===== config.mk =====
export PLATFORM = sky130hd
export DESIGN_NAME = pin_readback_gpio
export DESIGN_NICKNAME = d
export VERILOG_FILES = /design/src/rtl/pin_readback_pkg.sv /design/src/rtl/pin_decode_if.sv /design/src/rtl/timer_pin_decode.sv /design/src/rtl/pin_readback_gpio.sv
export SDC_FILE = /design/constraint.sdc
export NUM_CORES = 1
export LEC_CHECK = 0
export ABC_AREA = 1
export BUFFER_PORTS_ARGS = -buffer_cell sky130_fd_sc_hd__buf_2
export CAP_MARGIN = 20
export CORE_MARGIN = 10
export CORE_UTILIZATION = 33
export DETAILED_ROUTE_END_ITERATION = 8
export GPL_TIMING_DRIVEN = 0
export MAX_ROUTING_LAYER = met4
export SETUP_SLACK_MARGIN = 0.3
export SLEW_MARGIN = 20
export SYNTH_ARGS = -nofsm -noshare
export SYNTH_HDL_FRONTEND = slang
export SYNTH_HIERARCHICAL = 1
export SYNTH_SLANG_ARGS = --single-unit

===== constraint.sdc =====
create_clock -name clk -period 1.6 [get_ports clk]
set_clock_uncertainty 0.1 [all_clocks]
set_input_delay 0.08 -clock clk [delete_from_list [all_inputs] [get_ports clk]]
set_output_delay 0.08 -clock clk [all_outputs]
set_load 0.02 [all_outputs]

===== src/rtl/pin_readback_pkg.sv =====
// Constants for the eight-pin port with timer and pattern sharing
package pin_readback_pkg;
	// ------------------------------------------------------------
	// Register map (lower 16 bits of the address)
	// ------------------------------------------------------------
	localparam logic [15:0] ADDR_PORT_DIRECTION = 16'hFEB0;
	localparam logic [15:0] ADDR_PORT_PIN_LEVELS = 16'hFF50;
	localparam logic [15:0] ADDR_PORT_OUTPUT_LATCH = 16'hFF60;
	localparam logic [7:0] RST_PORT_DIRECTION = 8'h00;
	localparam logic [7:0] RST_PORT_OUTPUT_LATCH = 8'h00;
	// Value returned by a read of the write-only direction register
	localparam logic [7:0] DIRECTION_READ_VALUE = 8'hFF;
	// Value returned by an unmapped read
	localparam logic [7:0] UNMAPPED_READ_VALUE = 8'h00;

	// ------------------------------------------------------------
	// Pin positions
	// ------------------------------------------------------------
	localparam int PIN_A0 = 0;
	localparam int PIN_B0 = 1;
	localparam int PIN_C0 = 2;
	localparam int PIN_D0 = 3;
	localparam int PIN_A1 = 4;
	localparam int PIN_B1 = 5;
	localparam int PIN_A2 = 6;
	localparam int PIN_B2 = 7;

	// ------------------------------------------------------------
	// Timer setting codes
	// ------------------------------------------------------------
	localparam logic [3:0] MODE_NORMAL = 4'h0;
	localparam logic [3:0] MODE_PWM1 = 4'h2;
	localparam logic [3:0] MODE_PWM2 = 4'h3;
	localparam logic [1:0] MODE_PHASE_TOP = 2'h1;
	localparam logic [1:0] IOC_CAPTURE_TOP = 2'h2;
	localparam logic [1:0] IOC_OFF_LOW = 2'h0;
	localparam logic [2:0] PSC_CLOCK_A = 3'h4;
	localparam logic [2:0] PSC_CLOCK_B = 3'h5;
	localparam logic [2:0] PSC_CLOCK_C = 3'h6;
	localparam logic [2:0] PSC_CLOCK_C_HIGH = 3'h5;
	localparam logic [2:0] PSC_CLOCK_D = 3'h7;
	localparam logic [2:0] CCLR0_A = 3'h1;
	localparam logic [2:0] CCLR0_B = 3'h2;
	localparam logic [2:0] CCLR0_C = 3'h5;
	localparam logic [2:0] CCLR0_D = 3'h6;
	localparam logic [1:0] CCLR12_A = 2'h1;
	localparam logic [1:0] CCLR12_B = 2'h2;
endpackage


===== src/rtl/pin_decode_if.sv =====
// Interface between the port and one timer pin decoder
`timescale 1ns/1ps
`default_nettype none
interface pin_decode_if;
	logic [3:0] mode;
	logic [3:0] io_ctl;
	logic own_clear;
	logic blocked;
	logic drive_en;
	logic capture_en;
	modport decoder (
		input mode,
		input io_ctl,
		input own_clear,
		input blocked,
		output drive_en,
		output capture_en
	);
	modport owner (
		output mode,
		output io_ctl,
		output own_clear,
		output blocked,
		input drive_en,
		input capture_en
	);
endinterface
`default_nettype wire


===== src/rtl/timer_pin_decode.sv =====
// Decodes one shared timer pin into output and capture enables
`timescale 1ns/1ps
`default_nettype none
module timer_pin_decode #(
	parameter bit IS_CH0 = 1'b0,
	parameter bit IS_AC = 1'b0
) (
	pin_decode_if.decoder dec
);
	logic normal_mode;
	logic compare_code;
	logic active_code;
	logic oc_out;
	logic pwm1_out;
	logic pwm2_out;

	// ------------------------------------------------------------
	// Mode and code decode
	// ------------------------------------------------------------
	always_comb begin
		if (IS_CH0) begin
			normal_mode = (dec.mode == pin_readback_pkg::MODE_NORMAL);
		end else begin
			normal_mode = (dec.mode == pin_readback_pkg::MODE_NORMAL) ||
				(dec.mode[3:2] == pin_readback_pkg::MODE_PHASE_TOP);
		end
	end

	assign active_code = (dec.io_ctl[1:0] != pin_readback_pkg::IOC_OFF_LOW);
	assign compare_code = !dec.io_ctl[3] && active_code;
	assign oc_out = normal_mode && compare_code;
	// B and D pins never drive in PWM mode 1: their partner owns the period
	assign pwm1_out = IS_AC && (dec.mode == pin_readback_pkg::MODE_PWM1) && active_code;
	assign pwm2_out = (dec.mode == pin_readback_pkg::MODE_PWM2) && active_code && !dec.own_clear;
	assign dec.drive_en = (oc_out || pwm1_out || pwm2_out) && !dec.blocked;

	always_comb begin
		if (IS_CH0) begin
			dec.capture_en = (dec.mode == pin_readback_pkg::MODE_NORMAL) &&
				(dec.io_ctl[3:2] == pin_readback_pkg::IOC_CAPTURE_TOP);
		end else begin
			dec.capture_en = normal_mode && dec.io_ctl[3];
		end
	end
endmodule // timer_pin_decode
`default_nettype wire


===== src/rtl/pin_readback_gpio.sv =====
// Eight-pin port shared with timer pins, pattern outputs and clock inputs
// Notes on behaviour
// - Direction bit 1 makes the pin an output, 0 an input.
// - Direction register is write-only; its read returns a fixed meaningless value.
// - Direction clears on reset and hardware standby, kept in software standby.
// - Output latch is read/write, clears on reset and hardware standby.
// - Pin register is read-only; writes to it are ignored.
// - Pin register read gives latch value where direction is 1.
// - Pin register read gives sampled pin level where direction is 0.
// - Pin register follows pins after reset, frozen during software standby unless hardware standby is active.
// - Selection is the same in every operating mode.
// - Timer output first, else input by direction, else pattern output where enabled, else latch.
// - Channels 1 and 2 capture in normal or phase mode when input selected.
// - Channel 0 captures only in normal mode with I/O code 10xx.
// - Compare output for I/O codes 0001-0011 and 0101-0111 in normal mode.
// - PWM mode 1 drives A or C pins; paired B or D pin stays off.
// - PWM mode 2 drives unless the counter clears on that pin's register.
// - Clock input A on prescaler 100 anywhere, or channels 1 and 5 phase mode.
// - Clock B on channel 0-2 prescaler 101; clock D on channel 0/5 prescaler 111 or phase mode.
// - Clock C on channel 0/2 code 110, channel 4/5 code 101, or phase mode.
// - Channel 0 buffer mode disables the C-pin timer output.
//
// Decided for this implementation: the plain strobed port.
`timescale 1ns/1ps
`default_nettype none
module pin_readback_gpio (
	// Clock and reset
	input wire logic clk,
	input wire logic rst_n,
	// Power states
	input wire logic hw_standby_n,
	input wire logic sw_standby,
	// Register port
	input wire logic [15:0] reg_addr,
	input wire logic [7:0] reg_wdata,
	input wire logic reg_wr,
	input wire logic reg_rd,
	output logic [7:0] reg_rdata,
	// Port pins
	input wire logic [7:0] pin_in,
	output logic [7:0] pin_out,
	output logic [7:0] pin_oe_n,
	// Timer settings
	input wire logic [5:0][3:0] channel_mode_field,
	input wire logic [5:0][2:0] prescaler_select,
	input wire logic [7:0][3:0] pin_io_control,
	input wire logic [2:0] counter_clear_select_ch0,
	input wire logic [1:0] counter_clear_select_ch1,
	input wire logic [1:0] counter_clear_select_ch2,
	input wire logic buffer_mode_a,
	input wire logic buffer_mode_b,
	// Timer and pattern data
	input wire logic [7:0] timer_io_out,
	input wire logic [7:0] pattern_output_pin,
	input wire logic [7:0] pattern_enable_high,
	// Timer inputs
	output logic [7:0] capture_level,
	output logic [7:0] capture_en,
	output logic ext_clock_a,
	output logic ext_clock_b,
	output logic ext_clock_c,
	output logic ext_clock_d,
	output logic ext_clock_a_en,
	output logic ext_clock_b_en,
	output logic ext_clock_c_en,
	output logic ext_clock_d_en
);
	logic [7:0] direction_bits;
	logic [7:0] output_latch;
	logic [7:0] pin_readback;
	logic [7:0] pin_meta_reg;
	logic [7:0] pin_sync_reg;
	logic hws_meta_reg;
	logic hws_sync_reg;
	logic hw_standby;
	logic [7:0] timer_drive;
	logic [7:0] own_clear;
	logic [7:0] pin_out_next;
	logic [7:0] pin_oe_n_next;
	logic [7:0] rdata_next;
	logic [5:0] phase_mode;
	logic [5:0] psc_a;
	logic [5:0] psc_b;
	logic [5:0] psc_c;
	logic [5:0] psc_c_high;
	logic [5:0] psc_d;

	// ------------------------------------------------------------
	// Input synchronisers
	// ------------------------------------------------------------
	always_ff @(posedge clk or negedge rst_n) begin
		if (!rst_n) begin
			pin_meta_reg <= 8'h00;
			pin_sync_reg <= 8'h00;
		end else begin
			pin_meta_reg <= pin_in;
			pin_sync_reg <= pin_meta_reg;
		end
	end

	always_ff @(posedge clk or negedge rst_n) begin
		if (!rst_n) begin
			hws_meta_reg <= 1'b1;
			hws_sync_reg <= 1'b1;
		end else begin
			hws_meta_reg <= hw_standby_n;
			hws_sync_reg <= hws_meta_reg;
		end
	end

	assign hw_standby = !hws_sync_reg;

	// ------------------------------------------------------------
	// Software registers
	// ------------------------------------------------------------
	always_ff @(posedge clk or negedge rst_n) begin
		if (!rst_n) begin
			direction_bits <= pin_readback_pkg::RST_PORT_DIRECTION;
		end else if (hw_standby) begin
			direction_bits <= pin_readback_pkg::RST_PORT_DIRECTION;
		end else if (reg_wr && reg_addr == pin_readback_pkg::ADDR_PORT_DIRECTION) begin
			direction_bits <= reg_wdata;
		end
	end

	always_ff @(posedge clk or negedge rst_n) begin
		if (!rst_n) begin
			output_latch <= pin_readback_pkg::RST_PORT_OUTPUT_LATCH;
		end else if (hw_standby) begin
			output_latch <= pin_readback_pkg::RST_PORT_OUTPUT_LATCH;
		end else if (reg_wr && reg_addr == pin_readback_pkg::ADDR_PORT_OUTPUT_LATCH) begin
			output_latch <= reg_wdata;
		end
	end

	// Pin sampling stops in software standby, unless hardware standby is active, so the last levels are kept
	always_ff @(posedge clk or negedge rst_n) begin
		if (!rst_n) begin
			pin_readback <= 8'h00;
		end else if (!sw_standby || hw_standby) begin
			pin_readback <= pin_sync_reg;
		end
	end

	// ------------------------------------------------------------
	// Read path
	// ------------------------------------------------------------
	always_comb begin
		rdata_next = pin_readback_pkg::UNMAPPED_READ_VALUE;
		case (reg_addr)
			pin_readback_pkg::ADDR_PORT_DIRECTION: begin
				rdata_next = pin_readback_pkg::DIRECTION_READ_VALUE;
			end
			pin_readback_pkg::ADDR_PORT_OUTPUT_LATCH: begin
				rdata_next = output_latch;
			end
			pin_readback_pkg::ADDR_PORT_PIN_LEVELS: begin
				rdata_next = (direction_bits & output_latch) | (~direction_bits & pin_readback);
			end
			default: begin
				rdata_next = pin_readback_pkg::UNMAPPED_READ_VALUE;
			end
		endcase
	end

	// Writes to the pin register address have no target and are dropped
	always_ff @(posedge clk or negedge rst_n) begin
		if (!rst_n) begin
			reg_rdata <= 8'h00;
		end else if (reg_rd) begin
			reg_rdata <= rdata_next;
		end else begin
			reg_rdata <= 8'h00;
		end
	end

	// ------------------------------------------------------------
	// Timer pin decoders
	// ------------------------------------------------------------
	assign own_clear[pin_readback_pkg::PIN_A0] = (counter_clear_select_ch0 == pin_readback_pkg::CCLR0_A);
	assign own_clear[pin_readback_pkg::PIN_B0] = (counter_clear_select_ch0 == pin_readback_pkg::CCLR0_B);
	assign own_clear[pin_readback_pkg::PIN_C0] = (counter_clear_select_ch0 == pin_readback_pkg::CCLR0_C);
	assign own_clear[pin_readback_pkg::PIN_D0] = (counter_clear_select_ch0 == pin_readback_pkg::CCLR0_D);
	assign own_clear[pin_readback_pkg::PIN_A1] = (counter_clear_select_ch1 == pin_readback_pkg::CCLR12_A);
	assign own_clear[pin_readback_pkg::PIN_B1] = (counter_clear_select_ch1 == pin_readback_pkg::CCLR12_B);
	assign own_clear[pin_readback_pkg::PIN_A2] = (counter_clear_select_ch2 == pin_readback_pkg::CCLR12_A);
	assign own_clear[pin_readback_pkg::PIN_B2] = (counter_clear_select_ch2 == pin_readback_pkg::CCLR12_B);

	// Pins 0-3 belong to channel 0, 4-5 to channel 1, 6-7 to channel 2
	genvar gi;
	generate
		for (gi = 0; gi < 8; gi++) begin : g_pin
			localparam int CH = (gi < 4) ? 0 : ((gi < 6) ? 1 : 2);
			localparam bit AC = (gi == pin_readback_pkg::PIN_A0) || (gi == pin_readback_pkg::PIN_C0) ||
				(gi == pin_readback_pkg::PIN_A1) || (gi == pin_readback_pkg::PIN_A2);
			pin_decode_if dif ();
			assign dif.mode = channel_mode_field[CH];
			assign dif.io_ctl = pin_io_control[gi];
			assign dif.own_clear = own_clear[gi];
			if (gi == pin_readback_pkg::PIN_C0) begin : g_buf
				assign dif.blocked = buffer_mode_a || buffer_mode_b;
			end else begin : g_nobuf
				assign dif.blocked = 1'b0;
			end
			timer_pin_decode #(
				.IS_CH0(CH == 0),
				.IS_AC(AC)
			) u_dec (
				.dec(dif.decoder)
			);
			assign timer_drive[gi] = dif.drive_en;
			assign capture_en[gi] = dif.capture_en;
		end
	endgenerate

	// ------------------------------------------------------------
	// Pin drive selection, no dependence on operating mode
	// ------------------------------------------------------------
	// Which source owns each pin this cycle
	typedef enum logic [1:0] {
		SRC_INPUT = 2'h0,
		SRC_LATCH = 2'h1,
		SRC_PATTERN = 2'h2,
		SRC_TIMER = 2'h3
	} pin_src_e;

	pin_src_e pin_src [8];

	// Timer output outranks the direction bit
	always_comb begin
		for (int i = 0; i < 8; i++) begin
			if (timer_drive[i]) begin
				pin_src[i] = SRC_TIMER;
			end else if (!direction_bits[i]) begin
				pin_src[i] = SRC_INPUT;
			end else if (pattern_enable_high[i]) begin
				pin_src[i] = SRC_PATTERN;
			end else begin
				pin_src[i] = SRC_LATCH;
			end
		end
	end

	// The operating mode never reaches this mux
	always_comb begin
		for (int i = 0; i < 8; i++) begin
			case (pin_src[i])
				SRC_TIMER: begin
					pin_out_next[i] = timer_io_out[i];
					pin_oe_n_next[i] = 1'b0;
				end
				SRC_PATTERN: begin
					pin_out_next[i] = pattern_output_pin[i];
					pin_oe_n_next[i] = 1'b0;
				end
				SRC_LATCH: begin
					pin_out_next[i] = output_latch[i];
					pin_oe_n_next[i] = 1'b0;
				end
				default: begin
					pin_out_next[i] = 1'b0;
					pin_oe_n_next[i] = 1'b1;
				end
			endcase
		end
	end

	// Drive value and enable move together on the edge after a setting change
	always_ff @(posedge clk or negedge rst_n) begin
		if (!rst_n) begin
			pin_out <= 8'h00;
		end else begin
			pin_out <= pin_out_next;
		end
	end

	always_ff @(posedge clk or negedge rst_n) begin
		if (!rst_n) begin
			pin_oe_n <= 8'hFF;
		end else begin
			pin_oe_n <= pin_oe_n_next;
		end
	end

	assign capture_level = pin_sync_reg;

	// ------------------------------------------------------------
	// External clock inputs
	// ------------------------------------------------------------
	always_comb begin
		for (int c = 0; c < 6; c++) begin
			phase_mode[c] = (channel_mode_field[c][3:2] == pin_readback_pkg::MODE_PHASE_TOP);
			psc_a[c] = (prescaler_select[c] == pin_readback_pkg::PSC_CLOCK_A);
			psc_b[c] = (prescaler_select[c] == pin_readback_pkg::PSC_CLOCK_B);
			psc_c[c] = (prescaler_select[c] == pin_readback_pkg::PSC_CLOCK_C);
			psc_c_high[c] = (prescaler_select[c] == pin_readback_pkg::PSC_CLOCK_C_HIGH);
			psc_d[c] = (prescaler_select[c] == pin_readback_pkg::PSC_CLOCK_D);
		end
	end

	// Clock A: its code on any channel, or phase counting on channel 1 or 5
	always_ff @(posedge clk or negedge rst_n) begin
		if (!rst_n) begin
			ext_clock_a_en <= 1'b0;
		end else begin
			ext_clock_a_en <= (|psc_a) || phase_mode[1] || phase_mode[5];
		end
	end

	// Clock B: its code on channels 0-2, or the same phase pair as clock A
	always_ff @(posedge clk or negedge rst_n) begin
		if (!rst_n) begin
			ext_clock_b_en <= 1'b0;
		end else begin
			ext_clock_b_en <= (|psc_b[2:0]) || phase_mode[1] || phase_mode[5];
		end
	end

	// Clock C: two codes on two channel pairs, or phase counting on channel 2 or 4
	always_ff @(posedge clk or negedge rst_n) begin
		if (!rst_n) begin
			ext_clock_c_en <= 1'b0;
		end else begin
			ext_clock_c_en <= psc_c[0] || psc_c[2] || psc_c_high[4] || psc_c_high[5] ||
				phase_mode[2] || phase_mode[4];
		end
	end

	// Clock D: its code on channel 0 or 5, or the same phase pair as clock C
	always_ff @(posedge clk or negedge rst_n) begin
		if (!rst_n) begin
			ext_clock_d_en <= 1'b0;
		end else begin
			ext_clock_d_en <= psc_d[0] || psc_d[5] || phase_mode[2] || phase_mode[4];
		end
	end

	assign ext_clock_a = pin_sync_reg[pin_readback_pkg::PIN_C0];
	assign ext_clock_b = pin_sync_reg[pin_readback_pkg::PIN_D0];
	assign ext_clock_c = pin_sync_reg[pin_readback_pkg::PIN_B1];
	assign ext_clock_d = pin_sync_reg[pin_readback_pkg::PIN_B2];
endmodule // pin_readback_gpio
`default_nettype wire


After elaboration in Yosys (flattened, before gate mapping) --
Index checks and enable logic that the tools add are counted. Widths: inputs -> output; s select.
Storage, ports and cells: register bits after elaboration 70, output and inout port bits 48, word-level logic and storage cells 245, bits of input ports 145
Cells by class: reduce and logical (&&, ||, !) cells 115, multiplexer cells 46, equal/unequal tests 66, bitwise gates (word level) 4
Operators with widths (number):
- $eq 3x3->1 const B | 17
- $eq 16x16->1 const B | 3
- $mux 2 | 24
- $logic_and 1x1->1 | 47
- $eq 2x2->1 const B | 22
- $mux 8 | 5
- $eq 2x1->1 const B | 14
- $logic_or 1x1->1 | 28
- $reduce_or 3->1 | 9
- $eq 4x2->1 const B | 6
- $pmux 1 s3 | 8
- $pmux 8 s3 | 1
- $logic_not 1->1 | 19
- $and 8x8->8 | 2
- $reduce_bool 2->1 | 8
- $logic_not 4->1 | 3
- $mux 1 | 8
- $not 8->8 | 1
- $or 8x8->8 | 1
- $reduce_or 6->1 | 1
- $ne 2x1->1 const B | 2
- $eq 3x1->1 const B | 1
- $eq 3x2->1 const B | 1

Longest topological paths before layout --
Gate-level depths: netlist of the first run.
depth in word-level cells 10, gate-level depth with buffers 9, mapped depth without buffers 8

Hierarchy --
The synthesis of the first run kept the hierarchy.
By module, submodules not included:
- pin_readback_gpio | seq. area each 1764.2 um2, area an instance 3235.6 um2, cells an instance 373, times used 1
- timer_pin_decode (g_pin[0].u_dec ...) | seq. area each 0.0 um2, area an instance 65.1 um2, cells an instance 10, times used 2
- timer_pin_decode (g_pin[5].u_dec ...) | seq. area each 0.0 um2, area an instance 63.8 um2, cells an instance 11, times used 2
- timer_pin_decode (g_pin[4].u_dec ...) | seq. area each 0.0 um2, area an instance 58.8 um2, cells an instance 12, times used 2
- timer_pin_decode (g_pin[1].u_dec ...) | seq. area each 0.0 um2, area an instance 53.8 um2, cells an instance 10, times used 2

Worst setup path after synthesis of the first run --
Ideal clock, no wire load.
path type flip-flop to flip-flop, from register hws_sync_reg, to register direction_bits[4], library setup time 83 ps, cell stages (with the launch flop) 5, arrival 1146 ps, slack 271 ps, buffers on the path 2, clock period less this slack 1329 ps, required time 1417 ps, path through dfstp_2 > buf_2 > buf_1 > nand2_1 > o21ai_0
Between the ends: cells in the longest elaborated chain, start to end 1, elaborated cells on any way between the ends 2, those cells by class eq/ne: 1; mux: 1
Ends and longest elaborated chain:
- start, declared | line pin_readback_gpio.sv:74 | logic hws_sync_reg;
- start signal, assigned | line pin_readback_gpio.sv:107 | hws_sync_reg <= hws_meta_reg;
- $ne 2x1->1 (no source line) or $mux 8 (tied branches)
- end signal, assigned | line pin_readback_gpio.sv:118 | direction_bits <= pin_readback_pkg::RST_PORT_DIRECTION;
- end signal, assigned | line pin_readback_gpio.sv:120 | direction_bits <= pin_readback_pkg::RST_PORT_DIRECTION;
- end signal, assigned | line pin_readback_gpio.sv:122 | direction_bits <= reg_wdata;
- end, declared | line pin_readback_gpio.sv:68 | logic [7:0] direction_bits;
Several ways; a longest one is shown, not always the timed one. A chain may end at the register's enable or synchronous reset.

Worst setup path after layout of the first run --
from register hws_sync_reg, to register pin_readback[6]
Between the ends: cells in the longest elaborated chain, start to end 2
Ends and longest elaborated chain:
- $logic_not 1->1 | line pin_readback_gpio.sv:111 | assign hw_standby = !hws_sync_reg;
- $logic_or 1x1->1 | line pin_readback_gpio.sv:140 | end else if (!sw_standby || hw_standby) begin
- end signal, assigned | line pin_readback_gpio.sv:141 | pin_readback <= pin_sync_reg;
- end, declared | line pin_readback_gpio.sv:70 | logic [7:0] pin_readback;
No other way between the ends.

==> flow_summary_export.csv, run 1 <==
group,metric,value,unit
clock_network,htree_num_levels,3,
clock_network,clock_latency,0.33,ns
routing,ant_nets,0,
layout,fill_cells,1040,
timing,holdWs,-0.00922,ns
synth,synth_compound_area_share,11.2,%
layout,final_common_cell,"buf_2",
clock_network,cts_buffer_depth,2,
timing,period_minus_slack,1.23,ns
synth,synthMuxAreaShare,0,%
power_and_ir_drop,powerDensity,792,nW/um^2
layout,nets,861,
placement,place_congestion,0.924,
placement,place_ws,0.140,ns
clock_network,cts_setup_buffers,0,
routing,first_pass_iters,4,
routing,remaining_drc_errors,0,
critical_path,cp_num_buf_inv,2,
synth,async_flop_share,100,%
floorplanning,dieArea,15900,um^2
power_and_ir_drop,ir_drop,0.537,mV
floorplanning,start_util,34.0,%
placement,place_area,4850,um^2
clock_network,clock_sinks,70,
layout,mostFrequentLayoutCells,"180 x buf_2, 77 x nand2_1, 61 x nor2_1, 60 x inv_1, 60 x dfrtp_1",
synth,synth_top_family_by_area,"simple AND/OR/NAND/NOR gates",
synth,synth_fa_ha_area_share,0,%
clock_network,cts_root_buf,"clkbuf_16",
clock_network,clk_pin_slew,0.06,ns
outcome,violations,"hold timing",
global_routing,grt_pass1_wl,18700,um
critical_path,timing.critical_path.from,"hws_sync_reg",
synth,ys.flop_type,"dfrtp_1",
outcome,status,"finished, violations left",
layout,final_area,5780,um^2
critical_path,rrSetupSlack,0.37,ns
floorplanning,coreArea,10900,um^2
critical_path,crit_chain,"buf_6, nand2_4, buf_4, nand2_1, o21ai_0",
critical_path,cp-end-kind,"flop",
layout,final_layout_size_suffix_gt1_share,36.9,%
placement,io_buffer_count,180,
power_and_ir_drop,design_power_total,0.00458,W
synth,ys.warnings.count,6,
min_path,hold_depth,4,
synth,netlist_area,3720,um^2
synth,yosys_register_bits,70,
timing,setup_viol,0,
critical_path,crit_arrival,1.33,ns
layout,fin_util,52.8,%
timing,hold_violations,1,
timing,max_freq,813,MHz
critical_path,cp_data_required_time,1.70,ns
synth,synth_edf_count,0,
floorplanning,pin_count,193,
synth,yosysSeqAreaShare,47.4,%
synth,avgSynthCellArea,8.10,um^2
synth,synth_simple_gate_area_share,31.3,%
synth,syn_inst,459,
critical_path,reg2reg_depth,5,
timing,rsz0062_at_grt,"no",
synth,synth_cell_types,34,
synth,synth_xor_area_share,0,%
global_routing,grtUsageTotal,14.5,%
routing,detail_route.wl_per_cell,13.4,um
job,maxCapViolCount,0,
critical_path,path_class,"flop to flop",
critical_path,slowest_stage,"dfstp_2",
global_routing,grt_max_degree,58,
routing,vias,3879,
floorplanning,die_h,126,um
placement,dpl.hpwl,9120,um
critical_path,r2r-start,"hws_sync_reg",
critical_path,crit_family,"flip-flops",
critical_path,reg2reg_to,"pin_readback[6]",
global_routing,grt_pass1_vias,3930,
global_routing,grt.overflow.total,0,
global_routing,antenna_found_initial,1,
floorplanning,fp-row-count,38,
clock_network,cts_made_buffers,9,
min_path,hp-start,"sw_standby",
floorplanning,die_width,126,um
clock_network,cts_tree,"built",
power_and_ir_drop,p_leak,2.97,nW
critical_path,slowest_delay,0.52,ns
timing,slew_viol_final,0,
routing,dr.first_iter.drc_count,134,
min_path,hold_path_end,"pin_readback[1]",
routing,routed_wl,11600,um
min_path,hold_path.class,"input pin to flop",
critical_path,path_max_fanout,10,
critical_path,start_kind,"flop",
timing,fin_crit_sh,76.9,%
timing,fin_ws,0.369,ns
routing,viasPerCell,4.49,
layout,area_growth,55.4,%
timing,fin_setup_tns,0,ns
per-stage QoR:
| stage | hold WS [ns] | instances |
|---|---|---|
| 6_report | -0.00922 | 863 |
| 5_1_grt | 0.0255 | 863 |
| 4_1_cts | 0.00507 | 861 |
| 3_5_place_dp | -0.152 | 786 |
| 3_3_place_gp | 0.0870 | 785 |
| 2_1_floorplan | -0.316 | 465 |
cell families (layout without fill, tap and decap cells):
family | Yosys count | after routing
other cells | 1 | 9
compound gates | 66 | 66
flops | 70 | 70
buf+inv | 81 | 337
simple gates | 241 | 241
Yosys cell counts, drive strengths merged, types with 5 or more instances:
library cell | n | area, um^2
nor2 | 71 | 317
a31oi | 10 | 62.6
nand2 | 84 | 340
buf | 18 | 134
nand3b | 5 | 37.5
o21ai | 28 | 166
a21oi | 18 | 113
nand4 | 8 | 50.1
and3 | 8 | 50.1
inv | 62 | 233
dfstp | 10 | 263
nand3 | 60 | 343
dfrtp | 60 | 1500
o21bai | 8 | 60.1
per-layer routing:
metal	GRT usage [%]	up-vias	wire length, um
li1	-	1996	-
met1	15.6	1745	4560
met2	25.7	117	6140
met3	3.27	21	601
met4	5.29	0	258
met5	-	-	0
final cells by class:
class | count | area (um^2) | area share (%)
well taps | 140 | 175 | 3.03
repair buffers | 240 | 1520 | 26.3
multi-input cells | 314 | 1610 | 27.9
clock buffers | 10 | 239 | 4.14
plain buffers | 19 | 155 | 2.69
flip-flops and latches | 70 | 1760 | 30.5
diodes | 2 | 5.00 | 0.0866
clock inverters | 6 | 71.3 | 1.23
inverters | 62 | 233 | 4.03
power breakdown:
part           internal, W  switching, W  leakage [nW]
registers          0.00184     0.0000196         0.877
logic             0.000352      0.000365          1.94
clock network      0.00126      0.000748         0.145
total              0.00344       0.00113          2.97
worst min-delay path, stage by stage:
cell	delay, ns
buf_2	0.12
nand2_4	0.07
nand2_1	0.05
o21ai_1	0.05
worst max-delay path by stage:
stage          slack, ns  depth (start not counted)           endpoint
2_1_floorplan       0.31                          5    pin_readback[7]
3_3_place_gp       -0.02                          1    pin_meta_reg[2]
5_1_grt             0.31                          5    pin_readback[7]
3_5_place_dp        0.14                          8  direction_bits[3]
6_report            0.37                          5    pin_readback[6]
4_1_cts             0.30                          5    pin_readback[6]
timing repair:
action	CTS	global route
hold buffers	59	1
cloned	0	0
endpoints found under the setup margin	19	15
hold endpoints to repair	115	1
resized for setup	6	8
Note: power is estimated with default switching activity, not from simulation.
==> run 2: changes to the inputs <==
- clock period: 1.6 -> 1.15 ns (I/O delays scaled with it)
==> run 2 against run 1 <==
Register-to-register slack got worse by 0.41 ns. Sequential share of layout area decreased by 3.8 points. The flow finishes with violations (hold timing, setup timing). Clock-buffer cell count unchanged. Fmax increased by 3.5%.
==> flow_summary_export.csv, run 2 (synthesis results as in run 1) <==
group,metric,value,unit
floorplanning,die_h,126,um
timing,setup_viol,17,
clock_network,cts_tree,"built",
floorplanning,pin_count,193,
floorplanning,fp-row-count,38,
job,maxCapViolCount,0,
timing,holdWs,-0.480,ns
clock_network,cts_buffer_depth,2,
layout,nets,863,
timing,max_freq,841,MHz
power_and_ir_drop,ir_drop,0.676,mV
timing,fin_crit_sh,103,%
timing,fin_ws,-0.0392,ns
critical_path,crit_family,"flip-flops",
critical_path,path_max_fanout,7,
timing,hold_violations,84,
layout,final_common_cell,"buf_2",
routing,first_pass_iters,4,
critical_path,rrSetupSlack,-0.04,ns
critical_path,crit_arrival,1.30,ns
placement,dpl.hpwl,9080,um
power_and_ir_drop,design_power_total,0.00688,W
critical_path,slowest_stage,"dfstp_2",
placement,place_congestion,0.856,
layout,final_area,6630,um^2
global_routing,antenna_found_initial,1,
floorplanning,coreArea,10900,um^2
floorplanning,die_width,126,um
power_and_ir_drop,p_leak,3.18,nW
critical_path,slowest_delay,0.52,ns
min_path,hold_path.class,"input pin to async pin",
clock_network,cts_made_buffers,9,
layout,mostFrequentLayoutCells,"122 x buf_2, 60 x buf_6, 53 x nand2_1, 53 x dfrtp_1, 50 x nor2_1",
power_and_ir_drop,powerDensity,1040,nW/um^2
timing,period_minus_slack,1.19,ns
outcome,status,"finished, violations left",
global_routing,grt.overflow.total,0,
routing,vias,3981,
clock_network,clk_pin_slew,0.06,ns
critical_path,path_class,"flop to flop",
placement,place_area,4950,um^2
floorplanning,start_util,34.0,%
routing,dr.first_iter.drc_count,95,
clock_network,cts_root_buf,"clkbuf_16",
routing,ant_nets,0,
global_routing,grtUsageTotal,15.0,%
timing,slew_viol_final,0,
clock_network,clock_latency,0.33,ns
layout,final_layout_size_suffix_gt1_share,52.3,%
global_routing,grt_pass1_vias,4276,
routing,remaining_drc_errors,0,
critical_path,cp-end-kind,"flop",
global_routing,grt_pass1_wl,19400,um
clock_network,clock_sinks,70,
critical_path,cp_data_required_time,1.26,ns
critical_path,crit_chain,"buf_6, nand2_8, buf_8, nand2_2, o21ai_2",
layout,area_growth,78.4,%
global_routing,grt_max_degree,51,
critical_path,start_kind,"flop",
placement,io_buffer_count,180,
layout,fin_util,60.7,%
routing,viasPerCell,4.61,
outcome,violations,"hold timing, setup timing",
critical_path,cp_num_buf_inv,2,
timing,rsz0062_at_grt,"yes",
clock_network,htree_num_levels,3,
timing,fin_setup_tns,-0.310,ns
routing,detail_route.wl_per_cell,14.1,um
routing,routed_wl,12200,um
floorplanning,dieArea,15900,um^2
==> run 2: changes by cell type in the layout (fill, tap and decap cells not counted), moves of 9 or more <==
cell | previous run | this run
buf_2 | 180 | 122
buf_4 | 15 | 25
buf_6 | 2 | 60
dlygate4sd3_1 | 59 | 41
inv_1 | 60 | 48
inv_2 | 2 | 12
nand2_1 | 77 | 53
nand2_2 | 4 | 28
nand3_1 | 53 | 43
nand3_2 | 6 | 15
nor2_1 | 61 | 50
nor2_4 | 5 | 15
o21ai_0 | 13 | 3
==> run 2: through the flow <==
stage | hold WS, ns | instances | worst slack (ns)
finish | -0.480 | 864 | -0.0392
CTS | -0.480 | 860 | -0.0423
detailed placement | -0.129 | 786 | -0.256
global placement | 0.0647 | 785 | -0.430
global route | -0.468 | 864 | -0.0698
floorplan | -0.338 | 465 | 0.0143
==> run 2: final timing paths <==
check | startpoint | end | depth (start not counted)
max in group asynchronous | rst_n | pin_oe_n[4] | 2
setup reg to reg | hws_sync_reg | pin_readback[6] | 5
hold reg to reg | pin_meta_reg[4] | capture_level[4] | 0
setup / recovery | hws_sync_reg | pin_readback[6] | 5
hold / removal | rst_n | reg_rdata[7] | 1
min in group clk | prescaler_select[14] | ext_clock_a_en | 3
==> run 2: power breakdown <==
part	internal [W]	total [W]	switching, W	leakage (nW)
Clock	0.00197	0.00302	0.00105	0.159
Combinational	0.000665	0.00126	0.000593	2.15
Sequential	0.00256	0.00260	0.0000411	0.865
Total	0.00519	0.00688	0.00169	3.18
==> run 2: cell type report <==
type                            count  area (um^2)
Inverter                           62          238
Multi-Input combinational cell    314         2010
Sequential cell                    70         1770
Buffer                             19          189
Tap cell                          140          175
Antenna cell                        1         2.50
Clock buffer                       10          239
Clock inverter                      6         93.8
Fill cell                         916         4300
Timing Repair Buffer              242         1910
==> run 2: per-layer routing <==
layer	vias up	global-route usage (%)	share of wire, %
met1	1844	16.1	40
met3	18	4.57	6.1
met5	-	-	0
li1	1998	-	-
met4	0	5.22	1.7
met2	121	25.6	52
==> run 2: what timing repair did <==
item / in CTS / in global routing
setup endpoints to repair: 96 / 100
hold buffers: 44 / 6
resized for setup: 159 / 91
pin swaps: 61 / 41
setup buffers: 13 / 4
cloned: 1 / 0
hold endpoints to repair: 123 / 84
